[src/inc/vcie_pkg.sv]
// Package with encodings, field positions and widths of the virtual EOI control block
package vcie_pkg;
  // System register encoding op0,op1,CRn,CRm,op2 packed into 16 bits
  localparam logic [15:0] ENC_CTRL = {2'b11, 3'b000, 4'b1100, 4'b1100, 3'b100};
  localparam logic [15:0] ENC_DEACT = {2'b11, 3'b000, 4'b1100, 4'b1011, 3'b001};
  localparam logic [15:0] ENC_EOI0 = {2'b11, 3'b000, 4'b1100, 4'b1000, 3'b001};
  localparam logic [15:0] ENC_BPR0 = {2'b11, 3'b000, 4'b1100, 4'b1000, 3'b011};
  localparam logic [15:0] ENC_BPR1 = {2'b11, 3'b000, 4'b1100, 4'b1100, 3'b011};
  localparam int ENC_W = 16;
  localparam int DATA_W = 32;
  localparam int ID_W = 24;
  localparam int ID16_W = 16;
  localparam int BP_W = 3;
  localparam int IDW_LSB = 11;
  localparam int PRIW_LSB = 8;
  localparam int SPLIT_BIT = 1;
  localparam int SHARED_BIT = 0;
  localparam logic [2:0] IDW_16 = 3'h0;
  localparam logic [2:0] IDW_24 = 3'h1;
  localparam logic [2:0] BP_MAX = 3'h7;
  localparam logic [2:0] BP_ONE = 3'h1;
  localparam int MIN_PRI_BITS = 5;
  localparam int MAX_PRI_BITS = 8;
  // Access outcome
  typedef enum logic [2:0] {
    VCIE_OK_VIRT = 3'b000,
    VCIE_OK_PHYS = 3'b001,
    VCIE_TRAP_EL2 = 3'b011,
    VCIE_TRAP_EL1 = 3'b010
  } vcie_route_t;
endpackage

[src/rtl/vcie_eoi_ctrl.sv]
// Virtual CPU interface control, deactivate and group 0 end-of-interrupt logic
`timescale 1ns/1ps
`default_nettype none
module vcie_eoi_ctrl #(
  parameter int PRI_BITS = 5,
  parameter int ID_BITS = 16,
  parameter logic [2:0] BPR0_MIN = 3'h2
) (
  input wire logic clk_sys_i,
  input wire logic srst_i,
  input wire logic acc_valid_i,
  input wire logic acc_write_i,
  input wire logic [vcie_pkg::ENC_W-1:0] acc_enc_i,
  input wire logic [vcie_pkg::DATA_W-1:0] acc_wdata_i,
  input wire logic el1_i,
  input wire logic nonsecure_i,
  input wire logic sysreg_enable_i,
  input wire logic trap_common_regs_i,
  input wire logic trap_deactivate_i,
  input wire logic trap_group0_all_i,
  input wire logic fiq_route_override_i,
  input wire logic irq_route_override_i,
  input wire logic [vcie_pkg::BP_W-1:0] group0_binary_point_i,
  output logic acc_done_o,
  output logic [vcie_pkg::DATA_W-1:0] acc_rdata_o,
  output logic trap_el1_o,
  output logic trap_el2_o,
  output logic phys_access_o,
  output logic prio_drop_o,
  output logic deactivate_o,
  output logic [vcie_pkg::ID_W-1:0] interrupt_identifier_o,
  output logic system_error_interrupt_o,
  output logic split_eoi_select_o,
  output logic shared_binary_point_o,
  output logic [vcie_pkg::BP_W-1:0] group1_binary_point_o,
  output logic [vcie_pkg::BP_W-1:0] group1_preempt_point_o
);
  import vcie_pkg::*;

  localparam logic [BP_W-1:0] BPR1_MIN = BPR0_MIN + BP_ONE;
  localparam logic [2:0] PRIW_CODE = 3'(PRI_BITS - 1);
  localparam logic [2:0] IDW_CODE = (ID_BITS == ID_W) ? IDW_24 : IDW_16;

  localparam int CODE_W = 3;

  if (PRI_BITS < MIN_PRI_BITS || PRI_BITS > MAX_PRI_BITS) begin : g_bad_pri
    $error("Priority width parameter outside the supported range");
  end

  typedef enum logic [2:0] {
    VCIE_REG_NONE = 3'h0,
    VCIE_REG_CTRL = 3'h1,
    VCIE_REG_DEACT = 3'h3,
    VCIE_REG_EOI0 = 3'h2,
    VCIE_REG_BPR1 = 3'h6
  } vcie_reg_t;

  // Register decode, shared by the routing and by the response logic
  function automatic vcie_reg_t kind_of(input logic [ENC_W-1:0] enc);
    case (enc)
      ENC_CTRL: kind_of = VCIE_REG_CTRL;
      ENC_DEACT: kind_of = VCIE_REG_DEACT;
      ENC_EOI0: kind_of = VCIE_REG_EOI0;
      ENC_BPR1: kind_of = VCIE_REG_BPR1;
      default: kind_of = VCIE_REG_NONE;
    endcase
  endfunction

  // Control read image: fixed codes, reserved bits stay zero
  function automatic logic [DATA_W-1:0] ctrl_image(input logic split, input logic shared);
    logic [DATA_W-1:0] img;
    img = '0;
    img[IDW_LSB+:CODE_W] = IDW_CODE;
    img[PRIW_LSB+:CODE_W] = PRIW_CODE;
    img[SPLIT_BIT] = split;
    img[SHARED_BIT] = shared;
    ctrl_image = img;
  endfunction

  function automatic vcie_route_t route_of(input logic [ENC_W-1:0] enc, input logic ns, input logic el1,
                                           input logic sysreg_enable, input logic tc, input logic trap_deactivate,
                                           input logic trap_group0_all, input logic fiq_route_override, input logic irq_route_override,
                                           input logic wr);
    logic virt_sel;
    logic el2_trap;
    virt_sel = 1'b0;
    el2_trap = 1'b0;
    case (kind_of(enc))
      VCIE_REG_CTRL: begin
        virt_sel = fiq_route_override | irq_route_override;
        el2_trap = tc;
      end
      VCIE_REG_DEACT: begin
        virt_sel = fiq_route_override | irq_route_override;
        el2_trap = wr & (tc | trap_deactivate);
      end
      VCIE_REG_EOI0: begin
        virt_sel = fiq_route_override;
        el2_trap = wr & trap_group0_all;
      end
      // Group 1 binary point follows the IRQ override; its group 1 trap is not an input here
      VCIE_REG_BPR1: begin
        virt_sel = irq_route_override;
        el2_trap = 1'b0;
      end
      default: begin
        virt_sel = 1'b0;
        el2_trap = 1'b0;
      end
    endcase
    if (!(ns && el1)) begin
      route_of = VCIE_OK_PHYS;
    end else if (!sysreg_enable) begin
      route_of = VCIE_TRAP_EL1;
    end else if (el2_trap) begin
      route_of = VCIE_TRAP_EL2;
    end else if (virt_sel) begin
      route_of = VCIE_OK_VIRT;
    end else begin
      route_of = VCIE_OK_PHYS;
    end
  endfunction

  vcie_reg_t kind;
  logic hit_virt;
  logic split_reg, split_next;
  logic shared_reg, shared_next;
  logic [BP_W-1:0] bpr1_reg, bpr1_next;
  logic done_reg, done_next;
  logic [DATA_W-1:0] rdata_reg, rdata_next;
  logic t1_reg, t1_next, t2_reg, t2_next, phys_reg, phys_next;
  logic drop_reg, drop_next, deact_reg, deact_next, sei_reg, sei_next;
  logic [ID_W-1:0] id_reg, id_next;
  logic [ID_W-1:0] wid;
  logic [BP_W-1:0] bpr0_plus;
  vcie_route_t route;

  // Decode shared by all state groups
  always_comb begin
    route = route_of(acc_enc_i, nonsecure_i, el1_i, sysreg_enable_i, trap_common_regs_i,
                     trap_deactivate_i, trap_group0_all_i, fiq_route_override_i,
                     irq_route_override_i, acc_write_i);
    kind = kind_of(acc_enc_i);
    hit_virt = acc_valid_i && route == VCIE_OK_VIRT;
    // upper id bits reserved when 16-bit
    wid = (ID_BITS == ID_W) ? acc_wdata_i[ID_W-1:0] : {8'h00, acc_wdata_i[ID16_W-1:0]};
    bpr0_plus = (group0_binary_point_i == BP_MAX) ? BP_MAX : group0_binary_point_i + BP_ONE;
  end

  // Only the two mode bits are writable; the codes are rebuilt on every read
  always_comb begin
    split_next = split_reg;
    shared_next = shared_reg;
    if (hit_virt && acc_write_i && kind == VCIE_REG_CTRL) begin
      split_next = acc_wdata_i[SPLIT_BIT];
      shared_next = acc_wdata_i[SHARED_BIT];
    end
  end

  always_ff @(posedge clk_sys_i) begin
    split_reg <= split_next;
    shared_reg <= shared_next;
  end

  // Group 1 binary point restarts at its floor, never below it
  always_comb begin
    bpr1_next = bpr1_reg;
    if (srst_i) begin
      bpr1_next = BPR1_MIN;
    end else if (hit_virt && acc_write_i && kind == VCIE_REG_BPR1) begin
      if (!shared_reg) begin
        bpr1_next = (acc_wdata_i[BP_W-1:0] < BPR1_MIN) ? BPR1_MIN : acc_wdata_i[BP_W-1:0];
      end
    end
  end

  always_ff @(posedge clk_sys_i) begin
    bpr1_reg <= bpr1_next;
  end

  // Result pulses and read data stand for one cycle only
  always_comb begin
    done_next = acc_valid_i;
    rdata_next = '0;
    t1_next = acc_valid_i && route == VCIE_TRAP_EL1;
    t2_next = acc_valid_i && route == VCIE_TRAP_EL2;
    phys_next = acc_valid_i && route == VCIE_OK_PHYS;
    drop_next = 1'b0;
    deact_next = 1'b0;
    sei_next = 1'b0;
    id_next = id_reg;
    if (hit_virt) begin
      case (kind)
        VCIE_REG_CTRL: begin
          if (!acc_write_i) begin
            rdata_next = ctrl_image(split_reg, shared_reg);
          end
        end
        VCIE_REG_DEACT: begin
          if (acc_write_i) begin
            if (split_reg) begin
              deact_next = 1'b1;
              id_next = wid;
            end else begin
              sei_next = 1'b1;
            end
          end
        end
        VCIE_REG_EOI0: begin
          if (acc_write_i) begin
            id_next = wid;
            drop_next = 1'b1;
            deact_next = ~split_reg;
          end
        end
        VCIE_REG_BPR1: begin
          if (!acc_write_i) begin
            rdata_next[BP_W-1:0] = shared_reg ? bpr0_plus : bpr1_reg;
          end
        end
        default: begin
          rdata_next = '0;
        end
      endcase
    end
    if (srst_i) begin
      done_next = 1'b0;
      rdata_next = '0;
      t1_next = 1'b0;
      t2_next = 1'b0;
      phys_next = 1'b0;
      drop_next = 1'b0;
      deact_next = 1'b0;
      sei_next = 1'b0;
      id_next = '0;
    end
  end

  always_ff @(posedge clk_sys_i) begin
    done_reg <= done_next;
    rdata_reg <= rdata_next;
    t1_reg <= t1_next;
    t2_reg <= t2_next;
    phys_reg <= phys_next;
    drop_reg <= drop_next;
    deact_reg <= deact_next;
    sei_reg <= sei_next;
    id_reg <= id_next;
  end

  assign acc_done_o = done_reg;
  assign acc_rdata_o = rdata_reg;
  assign trap_el1_o = t1_reg;
  assign trap_el2_o = t2_reg;
  assign phys_access_o = phys_reg;
  assign prio_drop_o = drop_reg;
  assign deactivate_o = deact_reg;
  assign interrupt_identifier_o = id_reg;
  assign system_error_interrupt_o = sei_reg;
  assign split_eoi_select_o = split_reg;
  assign shared_binary_point_o = shared_reg;
  assign group1_binary_point_o = bpr1_reg;
  assign group1_preempt_point_o = shared_reg ? bpr0_plus : bpr1_reg;
endmodule
`default_nettype wire

[config.mk]
export PLATFORM = sky130hd
export DESIGN_NAME = vcie_eoi_ctrl
export DESIGN_NICKNAME = d
export VERILOG_FILES = /design/src/inc/vcie_pkg.sv /design/src/rtl/vcie_eoi_ctrl.sv
export SDC_FILE = /design/constraint.sdc
export NUM_CORES = 1
export LEC_CHECK = 0
export BUFFER_PORTS_ARGS = -buffer_cell sky130_fd_sc_hd__buf_4
export CORE_UTILIZATION = 42
export CTS_BUF_LIST = sky130_fd_sc_hd__clkbuf_2 sky130_fd_sc_hd__clkbuf_4 sky130_fd_sc_hd__clkbuf_8
export CTS_CLUSTER_SIZE = 28
export DETAILED_ROUTE_END_ITERATION = 10
export HOLD_SLACK_MARGIN = 0.15
export PLACE_DENSITY_LB_ADDON = 0.05
export SYNTH_ARGS = -nofsm -noshare
export SYNTH_HDL_FRONTEND = slang
export SYNTH_SLANG_ARGS = --single-unit
[constraint.sdc]
create_clock -name clk_sys_i -period 2.8 [get_ports clk_sys_i]
set_clock_uncertainty 0.1 [all_clocks]
set_input_delay 0.42 -clock clk_sys_i [delete_from_list [all_inputs] [get_ports clk_sys_i]]
set_output_delay 0.42 -clock clk_sys_i [all_outputs]
set_load 0.01 [all_outputs]
Word-level counts from Yosys, hierarchy flattened. Index checks and enable logic that the tools add are counted.

Bitwise operators: 11. Equality and inequality tests: 15. $lt $le $gt $ge: 1. $add $sub $neg: 1. Mux-type cells: 23. Reduce and logical (&&, ||, !) cells: 17.

Operator list (count): 24-bit 2-to-1 mux (3); 16-bit == test, second input constant (4); 24-bit case mux with 2 select lines (1); 3-bit by 2-bit == test with 1-bit output, second input constant (4); 3-bit 2-to-1 mux (4); 3-bit case mux with 4 select lines (1); 11-bit 2-to-1 mux (1); 1-bit logical AND (8); 1-bit inverter (7); 3-bit by 1-bit == test with 1-bit output, second input constant (2); 3-bit == test, second input constant (2); 1-bit 2-to-1 mux (6); 2-bit 2-to-1 mux (3); 2-bit inequality test, second input constant (3); 1-bit case mux with 3 select lines (2); 3-bit case mux with 2 select lines (1); 3-bit OR reduction (2); 5-bit AND reduction (1); 2-bit OR reduction (2); 4-bit OR reduction (1); 3-bit by 1-bit adder with 3-bit output, second input constant (1); 3-bit logical NOT (1); 3-bit by 2-bit < comparator with 1-bit output, second input constant (1); 1-bit AND (2); 4 further kinds (5).

Logic and storage cells: 81. Register bits: 68. Output and inout port bits: 71. Input bits: 63.

Logic depth before layout (Yosys ltp).
Word-level depth: 14. Mapped depth: 7. Mapped depth without buffers: 5.

Worst setup path before layout. No wires, ideal clock.

Kind: input-to-reg. Start: input port acc_enc_i[1] in the netlist's numbering. End: register id_reg[0] (netlist: interrupt_identifier_o[0]). Data required time: 2.628 ns. Data arrival time: 1.951 ns. Library setup time: 0.072 ns. Slack: 0.678 ns. Buffers on the path: 2. Stages: 7. Cells stage by stage: or4b_4 -> a211oi_2 -> o2111a_2 -> o2111a_1 -> buf_6 -> buf_12 -> mux2i_1.

Word-level cells in the longest chain between the ends: 12. Elaborated cells on any way between the ends: 24. Those cells by class: eq/ne: 11; mux: 8; reduce/logical: 5.

RTL lines: from (decl) (line vcie_eoi_ctrl.sv:13) `input wire logic [vcie_pkg::ENC_W-1:0] acc_enc_i,`; 16-bit == test (line vcie_eoi_ctrl.sv:60) `case (enc)`; 3-bit case mux with 4 select lines (*) (line vcie_eoi_ctrl.sv:60); 3-bit by 1-bit == test with 1-bit output / 3-bit by 2-bit == test with 1-bit output (equally long branches) (line vcie_eoi_ctrl.sv:88, vcie_eoi_ctrl.sv:193); 2-bit OR reduction (no line); 1-bit case mux with 3 select lines (line vcie_eoi_ctrl.sv:88) `case (kind_of(enc))`; 1-bit 2-to-1 mux (line vcie_eoi_ctrl.sv:117) `end else if (virt_sel) begin`; 2-bit 2-to-1 mux (line vcie_eoi_ctrl.sv:115) `end else if (el2_trap) begin`; 2-bit 2-to-1 mux (line vcie_eoi_ctrl.sv:113) `end else if (!sysreg_enable) begin`; 2-bit 2-to-1 mux (line vcie_eoi_ctrl.sv:111) `if (!(ns && el1)) begin`; 3-bit logical NOT (line vcie_eoi_ctrl.sv:144) `hit_virt = acc_valid_i && route == VCIE_OK_VIRT;`; 1-bit logical AND (line vcie_eoi_ctrl.sv:144); 5-bit AND reduction (no line); to (signal assigned) (line vcie_eoi_ctrl.sv:248) `id_reg <= id_next;`; to (decl) (line vcie_eoi_ctrl.sv:133) `logic [ID_W-1:0] id_reg, id_next;`.

Mark *: on every way between the ends. The rest lies on a longest branch, timed or not. A chain may end at the register's enable or synchronous reset.

Final worst setup path.
Start: input port acc_enc_i[1] in the netlist's numbering. End: register id_reg[7] (netlist: interrupt_identifier_o[7]).

The elaborated chain is that of the path after synthesis.

==> summary.txt <==
Run status
  – Outcome: completed

CTS
  – CTS sink cnt: 32
  – CTS buffer count: 5
  – CTS resizes: 0
  – Root Buffer: clkbuf_8
  – Clock slew at the register clock pins of the worst setup and hold paths: roughly 0.070 ns
  – Setup bufs post-CTS: 0
  – H-tree levels: 2
  – CTS Buffer Depth: 2
  – Hold buffers post-CTS: 0
  – CTS tree: yes
  – Worst skew pair latency: approximately 0.28 ns

Layout
  – NumNets Final: 350
  – Proportion of layout cells with a drive suffix above 1: between 30 and 40%
  – Max reg flops: 16
  – FILL cells: 411
  – P&R area growth vs syn: 30.8%
  – Final cell count without fillers: between 300 and 400
  – Commonest non-fill, non-tap cell in the layout: buf_4
  – Diode count: 0
  – Most frequent cells in the layout: buf_4 (82), conb_1 (36), nand2b_1 (34), dfxtp_1 (30), mux2i_1 (19)

Power
  – P_leak: roughly 1.1 nW
  – Net Sw Frac: roughly 24%
  – Clock power frac: 37.9%
  – Max VDD drop: 0.284 mV
  – Internal Power: roughly 720 uW
  – Sequential Power Share: 48.4%
  – P_sw: ~230 uW
  – Pwr Density: 384 nW/um2
  – Logic pwr share: around 14%

Synth
  – Leading area contributor after synthesis: dfxtp_1
  – Synth Instances: a little over 200
  – Synth cell types: 45
  – Register area share after synthesis: 34.8%
  – Ys flop type: dfxtp_1
  – Synthesized area per cell: 9.26 um2
  – #FFs+latches synth: 32
  – Synth top area cells: dfxtp_1 (32%), buf_4 (14%), nand2b_1 (11%)
  – EDFF count, synth: 2
  – Synth warn: 0
  – Netlist Area Pre-Place: between 1500 and 2000 um2
  – Ys async rst share: 0%
  – Share of the synthesized area in the top cell type: between 30% and 40%

Setup path
  – CP dominant cell by count: buf_4
  – Slowest cell delay on critical path: approximately 0.53 ns
  – Worst-path fanout max: 16
  – CP Launch Type: input port
  – Top delay family on crit path: simple AND/OR/NAND/NOR gates
  – FF-to-FF End: interrupt_identifier_o[7]$_SDFFE_PP0P_
  – Worst Setup End Kind: flop
  – Slowest-stage cell, CP: or4b_4
  – Critical path class: in2reg
  – Reg2reg path depth: 5
  – Critical Path AT: about 2.2 ns
  – Cell Chain, Critical Path: buf_4, or4b_4, nor3_1, o211a_1, o2111a_1, buf_4, mux2i_1
  – Worst r2r src: split_eoi_select_o$_DFFE_PP_
  – Reg2reg setup slack: ~1.1 ns
  – CP bufs+invs: 2
  – Worst endpoint required time: a little under 3 ns

Worst hold path
  – HP Class: in2reg
  – Hold Crit Depth: 1
  – Worst hold endpoint: split_eoi_select_o$_DFFE_PP_
  – Min-delay src: acc_wdata_i[1]

Floorplanning
  – Core area: ~4400 um2
  – Die width: 69.2 um
  – Std cell rows: 24
  – Initial Util: a little over two fifths
  – Die height: about 70 um
  – IO Pins: 134
  – Die area: around 4800 um2

Routing
  – First-pass iteration count of the detailed router: 4
  – Detailed Route WL: slightly below 4 mm
  – Avg WL per Cell: 11.7 um
  – Vias per inst: approximately 4.7
  – Via count: 1,581
  – DR iter-0 viols: around 110
  – Antenna-violating nets left: 0
  – DRC Markers: 0

Global route
  – Vias in the first global route: about 1,500
  – Remaining global-route overflow: 0
  – Initial antenna violation count: 0
  – First-pass GRT wire length: 6.38 mm
  – Global Route Usage Sum: 16.5%
  – Pin count of the biggest net entering global routing: 39

Place
  – Placed cell count: ~330
  – Routability-driven placement congestion ratio: approximately 0.86
  – Buffers on Ports: 81
  – HPWL Detailed: between 3 and 4 mm

STA
  – Final period util: about three quarters
  – Hold Vio Cnt, Final: 0
  – Setup violators final: 0
  – TNS Setup: 0 ns
  – FMAX: ~480 MHz
  – Final Max Tran Viols: 0
  – Slew margin rel.: 58.5%
  – Unrepaired setup endpoints after global routing: no
  – Least-Margin Pin Slew: approximately 0.6 ns
  – Fin crit period: 2.10 ns

Run
  – Number of max-cap violations: 0
worst register-to-register path, delay by kind of cell, from the launching register on:
kind | cells | cell delay, ns
AOI/OAI and AO/OA | 2 | 0.50
buffers and inverters | 1 | 0.28
DFF | 1 | 0.43
muxes | 1 | 0.23
and+or+nand+nor | 1 | 0.12
cells in the mapped netlist (2+ instances only):
| cell | instances |
|---|---|
| and2_1 | 3 |
| nor2b_1 | 2 |
| nor2_1 | 13 |
| buf_4 | 36 |
| inv_1 | 2 |
| nand3_1 | 5 |
| nor4_1 | 3 |
| clkbuf_1 | 5 |
| mux2i_1 | 19 |
| a22oi_1 | 2 |
| edfxtp_1 | 2 |
| and4bb_2 | 3 |
| o2111ai_1 | 2 |
| nand2_1 | 6 |
| a21oi_1 | 3 |
| nor4b_1 | 3 |
| nor4bb_1 | 3 |
| nor3b_1 | 3 |
| nor3_1 | 2 |
| nand2b_1 | 34 |
| dfxtp_1 | 30 |
metal layers:
layer  routed length (um)  GRT usage, %  part of all wire (%)
met5                    0             0                     0
met4                   42          5.67                   1.1
met3                  343          5.81                   8.7
met2                 1800          26.5                    45
met1                 1780          20.3                    45
kinds of logic after synthesis:
family / Yosys count / synth area share, %
simple gates: 88 / 28.9
buf+inv: 45 / 17.3
flops: 32 / 34.8
compound gates: 19 / 8.11
mux: 19 / 10.0
fa+ha+maj: 1 / 0.659
other cells: 1 / 0.198
layout make-up:
type	count	area, um2	share of cell area, %
clock buffer	6	82.6	3.33
clock inverter	2	10.0	0.403
inverter	2	7.51	0.302
multi-input combinational	163	1040	41.9
sequential	32	661	26.6
tap	52	65.1	2.62
timing repair buffer	82	616	24.8
worst max path at each step:
stage / from / end / cells after the start
6_report: acc_enc_i[1] / interrupt_identifier_o[7]$_SDFFE_PP0P_ / 7
5_1_grt: acc_enc_i[1] / interrupt_identifier_o[4]$_SDFFE_PP0P_ / 7
4_1_cts: acc_enc_i[1] / interrupt_identifier_o[7]$_SDFFE_PP0P_ / 7
3_5_place_dp: acc_enc_i[1] / interrupt_identifier_o[7]$_SDFFE_PP0P_ / 7
3_3_place_gp: acc_enc_i[1] / interrupt_identifier_o[0]$_SDFFE_PP0P_ / 7
2_1_floorplan: acc_enc_i[1] / interrupt_identifier_o[0]$_SDFFE_PP0P_ / 7
stage by stage:
step | hold WS, ns | cell area, um2 | util, % | power [mW] | worst slack [ns]
after floorplan | 0.393 | 2030 | - | 0.571 | 0.678
after global placement | 0.361 | 2390 | 54.9 | 0.601 | 0.377
after detailed placement | 0.365 | 2390 | 54.9 | 0.603 | 0.404
after CTS | 0.227 | 2480 | 57.0 | 0.966 | 0.691
after global routing | 0.227 | 2480 | 57.0 | 0.998 | 0.575
final | 0.235 | 2480 | 57.0 | 0.954 | 0.701
power by group through the flow:
| stage | sequential, mW | combinational, mW | clock, mW |
|---|---|---|---|
| 2_1_floorplan | 0.473 | 0.0981 | 0 |
| 3_3_place_gp | 0.472 | 0.129 | 0 |
| 3_5_place_dp | 0.472 | 0.131 | 0 |
| 4_1_cts | 0.462 | 0.131 | 0.373 |
| 5_1_grt | 0.461 | 0.143 | 0.393 |
| 6_report | 0.462 | 0.131 | 0.361 |
Note: power is estimated with default switching activity, not from simulation.
